==> config.mk <==
export PLATFORM = sky130hd
export DESIGN_NAME = cepc_core_event_unit
export DESIGN_NICKNAME = d
export VERILOG_FILES = /design/src/pkg/cepc_pkg.sv /design/src/cepc_core_event_unit.sv /design/src/cepc_router.sv
export SDC_FILE = /design/constraint.sdc
export NUM_CORES = 2
export LEC_CHECK = 0
export ABC_CLOCK_PERIOD_IN_PS = 6300
export BUFFER_PORTS_ARGS = -buffer_cell sky130_fd_sc_hd__buf_2
export CAP_MARGIN = 40
export CORE_MARGIN = 1.5
export CORE_UTILIZATION = 30
export CTS_CLUSTER_SIZE = 25
export DETAILED_ROUTE_END_ITERATION = 8
export GPL_TIMING_DRIVEN = 1
export SETUP_SLACK_MARGIN = 0.05
export SLEW_MARGIN = 25
export SYNTH_ARGS = -nofsm -noshare
export SYNTH_HDL_FRONTEND = slang
export SYNTH_SLANG_ARGS = --single-unit
==> constraint.sdc <==
create_clock -name mclk -period 6.3 [get_ports mclk]
set_input_delay 0.63 -clock mclk [delete_from_list [all_inputs] [get_ports mclk]]
set_output_delay 0.63 -clock mclk [all_outputs]
set_load 0.03 [all_outputs]
==> src/pkg/cepc_pkg.sv <==
package cepc_pkg;
  localparam int unsigned NUM_LEVELS = 16;
  localparam int unsigned LEVEL_W = 4;
  localparam int unsigned NUM_PERIPH = 32;
  localparam int unsigned PERIPH_IDX_W = 5;
  localparam int unsigned ASSIGN_W = 4;
  localparam int unsigned ADDR_W = 32;
  // fixed priority numbers, 0 highest
  localparam logic [3:0] PRIO_EMU = 4'h0;
  localparam logic [3:0] PRIO_RESET = 4'h1;
  localparam logic [3:0] PRIO_NMI = 4'h2;
  localparam logic [3:0] PRIO_EXC = 4'h3;
  localparam logic [3:0] PRIO_RSVD = 4'h4;
  localparam logic [3:0] PRIO_HWERR = 4'h5;
  localparam logic [3:0] PRIO_TIMER = 4'h6;
  localparam logic [3:0] PRIO_GEN_FIRST = 4'h7;
  localparam logic [3:0] PRIO_GEN_LAST = 4'hf;
  localparam logic [3:0] PRIO_SW_FIRST = 4'he;
  // reset values
  localparam logic [15:0] PEND_RESET = 16'h0000;
  localparam logic [15:0] MASK_RESET = 16'h0000;
  localparam logic [31:0] RETADDR_RESET = 32'h0000_0000;
  // default router map: 4-bit codes, 0 means general level 7
  localparam logic [127:0] ROUTE_DEFAULT =
      128'h4444_4433_3333_2222_1100_0000_0000_0000;
  // dedicated levels that cannot be masked
  localparam logic [15:0] UNMASKABLE = 16'h0007;
  typedef enum logic [1:0] {cepc_idle, cepc_save, cepc_dispatch} cepc_state_t;
endpackage

==> src/cepc_core_event_unit.sv <==
// Behaviour
// nine general levels 7..15 are accepted besides the dedicated events.
// priorities are fixed with 0 highest and each priority is a vector table entry.
// the highest pending event is always dispatched before lower ones; the code keeps the level captured in idle through the save.
// a higher event may preempt an active lower service routine, so routines nest.
// an emulation event puts the core into emulation mode under the test port.
// a reset event resets the core and ranks just below emulation.
// the non-maskable event comes from watchdog expiry or the external pin.
// exceptions are taken before the faulting instruction completes.
// an alignment fault or undefined opcode raises an exception.
// interrupts come asynchronously from pins, timers, peripherals and a raise instruction.
// each event has its own return address register and return instruction.
// state is saved on the supervisor stack before the routine proceeds.
// peripheral interrupts pass the router and land on the general levels.
// software should keep levels 14 and 15 for software handlers.
// the router has a default map that software can rewrite.
// events latch pending and the best unmasked one above the active level dispatches.
module cepc_core_event_unit (
  // clock and reset
  input wire logic mclk,
  input wire logic reset_n,
  // dedicated sources
  input wire logic emulation_event,
  input wire logic reset_event,
  input wire logic nmi_pin,
  input wire logic watchdog_expired,
  input wire logic align_fault,
  input wire logic undef_opcode,
  input wire logic hardware_error_event,
  input wire logic core_timer_event,
  // general sources
  input wire logic [31:0] periph_irq,
  input wire logic [8:0] ext_level_irq,
  input wire logic raise_valid,
  input wire logic [3:0] raise_level,
  // router assignment writes
  input wire logic assign_we,
  input wire logic [4:0] assign_idx,
  input wire logic [3:0] assign_code,
  // mask of levels, 1 enables
  input wire logic [15:0] level_enable,
  // sequencer side
  input wire logic [31:0] current_pc,
  input wire logic state_saved,
  input wire logic return_valid,
  input wire logic [3:0] return_level,
  output logic dispatch_valid,
  output logic [3:0] dispatch_vector,
  output logic save_request,
  output logic hold_commit,
  output logic emulation_mode,
  output logic core_reset,
  output logic [31:0] return_pc,
  output logic [15:0] active_levels,
  output logic [15:0] pending_levels
);
  logic [2:0] nmi_sync;
  logic nmi_level;
  logic nmi_prev;
  logic [8:0] routed;
  logic [15:0] sources;
  logic [15:0] eligible;
  logic [3:0] best;
  logic found;
  logic [3:0] active_top;
  logic any_active;
  logic [3:0] taken;
  logic [31:0] ret_regs [16];
  cepc_pkg::cepc_state_t state;

  function automatic logic [4:0] first_set(input logic [15:0] v);
    logic [4:0] r;
    r = 5'h10;
    for (int i = 15; i >= 0; i--) begin
      if (v[i]) begin
        r = {1'b0, 4'(i)};
      end
    end
    return r;
  endfunction

  // router in front of levels
  cepc_router u_router (
    .mclk(mclk),
    .reset_n(reset_n),
    .periph_irq(periph_irq),
    .assign_we(assign_we),
    .assign_idx(assign_idx),
    .assign_code(assign_code),
    .general_level_req(routed)
  );

  // pin passes three flops, agreement of last two
  always_ff @(posedge mclk or negedge reset_n) begin
    if (!reset_n) begin
      nmi_sync <= 3'h0;
      nmi_level <= 1'b0;
      nmi_prev <= 1'b0;
    end else begin
      nmi_sync <= {nmi_sync[1:0], nmi_pin};
      if (nmi_sync[2] == nmi_sync[1]) begin
        nmi_level <= nmi_sync[2];
      end
      nmi_prev <= nmi_level;
    end
  end

  always_comb begin
    sources = 16'h0000;
    // emulation request
    sources[cepc_pkg::PRIO_EMU] = emulation_event;
    // reset request
    sources[cepc_pkg::PRIO_RESET] = reset_event;
    // watchdog or pin edge
    sources[cepc_pkg::PRIO_NMI] = watchdog_expired | (nmi_level & ~nmi_prev);
    // fault kinds raise exception
    sources[cepc_pkg::PRIO_EXC] = align_fault | undef_opcode;
    sources[cepc_pkg::PRIO_HWERR] = hardware_error_event;
    sources[cepc_pkg::PRIO_TIMER] = core_timer_event;
    // nine general levels
    // pins, peripherals, raise
    sources[15:7] = routed | ext_level_irq;
    if (raise_valid && raise_level >= cepc_pkg::PRIO_GEN_FIRST) begin
      sources[raise_level] = 1'b1;
    end
    sources[cepc_pkg::PRIO_RSVD] = 1'b0;
  end

  // active level is lowest-numbered active bit
  always_comb begin
    active_top = 4'(first_set(active_levels));
    any_active = |active_levels;
  end

  // eligible pending beats active
  // nesting by strict outranking
  always_comb begin
    eligible = pending_levels & (level_enable | cepc_pkg::UNMASKABLE);
    for (int i = 0; i < 16; i++) begin
      if (any_active && 4'(i) >= active_top) begin
        eligible[i] = 1'b0;
      end
    end
    // lowest number wins
    // fixed rank
    best = 4'(first_set(eligible));
    found = |eligible;
  end

  // latch pending, set wins over clear
  always_ff @(posedge mclk or negedge reset_n) begin
    if (!reset_n) begin
      pending_levels <= cepc_pkg::PEND_RESET;
    end else begin
      for (int i = 0; i < 16; i++) begin
        if (sources[i]) begin
          pending_levels[i] <= 1'b1;
        end else if (state == cepc_pkg::cepc_dispatch && taken == 4'(i)) begin
          pending_levels[i] <= 1'b0;
        end
      end
    end
  end

  // dispatch sequence: capture, save, dispatch
  always_ff @(posedge mclk or negedge reset_n) begin
    if (!reset_n) begin
      state <= cepc_pkg::cepc_idle;
      taken <= 4'h0;
    end else begin
      case (state)
        cepc_pkg::cepc_idle: begin
          if (found) begin
            taken <= best;
            state <= cepc_pkg::cepc_save;
          end
        end
        // wait for stack save
        cepc_pkg::cepc_save: begin
          if (state_saved) begin
            state <= cepc_pkg::cepc_dispatch;
          end
        end
        cepc_pkg::cepc_dispatch: begin
          state <= cepc_pkg::cepc_idle;
        end
        default: begin
          state <= cepc_pkg::cepc_idle;
        end
      endcase
    end
  end

  // save request while saving
  assign save_request = (state == cepc_pkg::cepc_save);
  // hold faulting instruction
  assign hold_commit = pending_levels[cepc_pkg::PRIO_EXC] | sources[cepc_pkg::PRIO_EXC];

  // active set: set on dispatch, cleared by return
  always_ff @(posedge mclk or negedge reset_n) begin
    if (!reset_n) begin
      active_levels <= 16'h0000;
    end else begin
      for (int i = 0; i < 16; i++) begin
        if (state == cepc_pkg::cepc_dispatch && taken == 4'(i)) begin
          active_levels[i] <= 1'b1;
        end else if (return_valid && return_level == 4'(i)) begin
          active_levels[i] <= 1'b0;
        end
      end
    end
  end

  // per-event return address
  always_ff @(posedge mclk or negedge reset_n) begin
    if (!reset_n) begin
      for (int i = 0; i < 16; i++) begin
        ret_regs[i] <= cepc_pkg::RETADDR_RESET;
      end
    end else if (state == cepc_pkg::cepc_dispatch) begin
      ret_regs[taken] <= current_pc;
    end
  end

  always_ff @(posedge mclk or negedge reset_n) begin
    if (!reset_n) begin
      dispatch_valid <= 1'b0;
      dispatch_vector <= 4'h0;
      return_pc <= cepc_pkg::RETADDR_RESET;
      emulation_mode <= 1'b0;
      core_reset <= 1'b0;
    end else begin
      // vector entry equals priority
      dispatch_valid <= (state == cepc_pkg::cepc_dispatch);
      if (state == cepc_pkg::cepc_dispatch) begin
        dispatch_vector <= taken;
      end
      // return resumes from own register
      if (return_valid) begin
        return_pc <= ret_regs[return_level];
      end
      // emulation mode held until return
      if (state == cepc_pkg::cepc_dispatch && taken == cepc_pkg::PRIO_EMU) begin
        emulation_mode <= 1'b1;
      end else if (return_valid && return_level == cepc_pkg::PRIO_EMU) begin
        emulation_mode <= 1'b0;
      end
      // one-cycle core reset pulse
      core_reset <= (state == cepc_pkg::cepc_dispatch && taken == cepc_pkg::PRIO_RESET);
    end
  end
endmodule // cepc_core_event_unit

==> src/cepc_router.sv <==
module cepc_router (
  // clock and reset
  input wire logic mclk,
  input wire logic reset_n,
  // peripheral requests, already in mclk domain
  input wire logic [31:0] periph_irq,
  // assignment write port
  input wire logic assign_we,
  input wire logic [4:0] assign_idx,
  input wire logic [3:0] assign_code,
  // levels 7..15 out
  output logic [8:0] general_level_req
);
  logic [3:0] route_map [32];

  // default map, writable
  always_ff @(posedge mclk or negedge reset_n) begin
    if (!reset_n) begin
      for (int i = 0; i < 32; i++) begin
        route_map[i] <= cepc_pkg::ROUTE_DEFAULT[i*4 +: 4];
      end
    end else if (assign_we) begin
      route_map[assign_idx] <= assign_code;
    end
  end

  // peripherals reach general levels
  always_comb begin
    general_level_req = 9'h000;
    for (int i = 0; i < 32; i++) begin
      if (periph_irq[i] && route_map[i] < 4'h9) begin
        general_level_req[route_map[i]] = 1'b1;
      end
    end
  end
endmodule // cepc_router

==> metrics.yaml <==
relSlewSlack_pct: 38.74
cts-resized-gates: 0
yosysMostFrequentCell: "dfrtp_1"
grt_overflow: 0
cts_root_buf: "clkbuf_16"
synthArstFlopShare_pct: 100.0
p_per_area_mw_per_mm2: 350.8
fin_skew_ns: 0.02838
fin_tns_setup_ns: 0
finalSetupViolations: 0
placed_cell_area_mm2: 0.03710
worstMarginPinSlew_ns: 0.9189
drtIter0Drc: 1986
synth_warnings: 0
dr.pass1.iters: 6
max_freq_ghz: 0.3441
die_y_um: 341.9
synth_edf_count: 0
synthCells: 2640
initial_core_util_pct: 30.18
vias: 23180
ir_worst_vdd_v: 0.0001808
synth_area_leader_cell: "dfrtp_1"
worstPathRequired_ns: 6.83
netlist_top_cells_count: "dfrtp_1, mux2_2, nand2_1"
routed_via_density: 5.318
setup.worst_path.end_class: "flop"
ios: 193
ys_ff_latch: 720
finalWeightedCongestion: 0.9957
antenna_found_initial: 14
drive_gt1_share_pct: 39.99
min_period_ns: 2.906
run_status: "complete, no violations"
drcViolationCount: 0
io_buffer_count: 187
cts_tree: "done"
netlist_area_mm2: 0.03446
hp-class: "in -> reg"
fin_nets: 2897
crit_type: "reg -> reg"
syn-num-nets: 2760
path_clk_slew_ns: 0.06
htreeDepth: 3
postSynthAreaPerCell_um2: 13.05
cts_buffer_depth: 3
design_area_mm2: 0.03995
synthFlopType: "dfrtp_1"
final_hold_viol_count: 0
slew_viol_final: 0
leakage_nw: 16.88
grt_max_degree: 167
synthTopCellsByArea: "dfrtp_1, mux2_2, mux4_2, nand2_1, dfstp_2"
dpl.hpwl_mm: 71.09
grt_usage_pct: 18.45
routed_wl_mm: 108.1
grt_pass1_wl_mm: 160.1
die-area_mm2: 0.1169
wl_per_cell_um: 24.81
cts_buffers: 80
area_growth_pct: 15.91
rsz0062_at_grt: "no"
ys_seq_area_share_pct: 52.37
clock_sinks: 720
ys_types: 74
cp_max_fo: 23
core_area_mm2: 0.1142
num_rows: 124
cts_hold_buf: 0
cap_violations: 0
final_antenna_net_count: 0
cts_setup_buffers: 0
period_share_pct: 46.13
grt_pass1_vias: 23320
yosysTopAreaCellShare_pct: 50.54
arrival_ns: 3.43
die_w_um: 341.9
start_kind: "flop"
clk_latency_ns: 0.66
[logic make-up (layout without fill, tap and decap cells)]
logic type | count (synthesis) | in the layout | synth area share, %
buffers and inverters | 203 | 404 | 2.273
other | 1 | 7 | 0.01088
DFF | 720 | 720 | 52.37
muxes | 760 | 760 | 30.06
adders and majority gates | 1 | 1 | 0.02904
and+or+nand+nor | 780 | 780 | 11.55
AOI/OAI and AO/OA | 175 | 175 | 3.714
[routing by layer]
| layer | wire length (µm) | share of wire [%] | global-route usage (%) |
|---|---|---|---|
| met1 | 48090 | 44 | 25.59 |
| met2 | 48650 | 45 | 28.26 |
| met3 | 8014 | 7.4 | 4.433 |
| met4 | 3336 | 3.1 | 6.047 |
| met5 | 49 | 0.045 | 0 |
[power by group]
| part | total, W | switching, W | internal [W] |
|---|---|---|---|
| Sequential | 0.00623 | 0.000711 | 0.00551 |
| Clock | 0.00489 | 0.00205 | 0.00285 |
| Combinational | 0.00289 | 0.00146 | 0.00144 |
[state kept, by name, summed over array words and instances, names as in the netlist]
name / count
nmi_level: 1
ret_regs: 512
active_levels: 16
taken: 4
pending_levels: 15
dispatch_vector: 4
nmi_sync: 3
core_reset: 1
nmi_prev: 1
u_router.route_map: 128
dispatch_valid: 1
return_pc: 32
state: 2
[through the flow]
stage                     cells  util (%)  setup WS, ns  total power (W)  hold WS, ns
after global routing       4353     34.97         3.211          0.01464      0.05769
after floorplan            2640         -         3.355         0.008106       0.3312
after detailed placement   4201     32.49         2.909         0.009178       0.3356
final                      4359     34.98         3.394          0.01401      0.07736
after CTS                  4347     34.90         3.237          0.01411      0.03739
after global placement     4196     32.37         2.741         0.009084       0.3434
[worst max-delay path: stages (launching register included)]
cell	delay (ns)
dfrtp_1	0.39
nand2b_1	0.26
nor3b_1	0.58
and3_2	0.56
buf_4	0.55
mux2_2	0.40
[worst paths after layout]
check | start | to | slack, ns | cells past startpoint
worst min register to register | nmi_sync[0] | nmi_sync[1] | 0.35 | 0
max in group asynchronous | reset_n | ret_regs[356] | 4.53 | 4
min in group asynchronous | reset_n | ret_regs[253] | 0.51 | 2
worst max register to register | state[0] | ret_regs[92] | 3.39 | 5
worst max-delay path | state[0] | ret_regs[92] | 3.39 | 5
worst min-delay path | nmi_pin | nmi_sync[0] | 0.08 | 1
[area by class of cell]
class                   instances  area (µm²)
multi-input cells            1717       15680
clock inverters                37       476.7
repair buffers                226        1443
inverters                      32       120.1
fillers                     11230       74240
clock buffers                 109        2273
flip-flops and latches        720       18050
well taps                    1512        1892
diodes                          6       15.01
[placed cells by master, fill, tap and decap left out, types with 6 or more instances in the layout]
master     instances
buf_4             25
nor2b_1           19
nor3_1            34
nand3b_1          64
a21oi_1           22
a31oi_1           12
nand2_1          304
or3_1              6
nor2_1            91
nor4_1            21
nand3_1           62
o21ai_0           41
buf_16             7
mux2_2           558
nor3b_1           46
buf_2            185
bufinv_16          7
o311ai_0           7
dfrtp_1          696
and3_1             7
nand4b_1          23
mux4_2           160
and3b_1           10
o2111ai_1          9
a2111oi_0          9
clkbuf_16         82
diode_2            6
a22oi_1           10
mux2_1            42
clkbuf_8          12
nand2_2           10
nand4_1           38
a221oi_1           9
inv_1             31
nand2b_1          20
clkinv_2          20
dfstp_2           24
clkbuf_1          15
No activity file was read; power rests on OpenSTA's default activity.
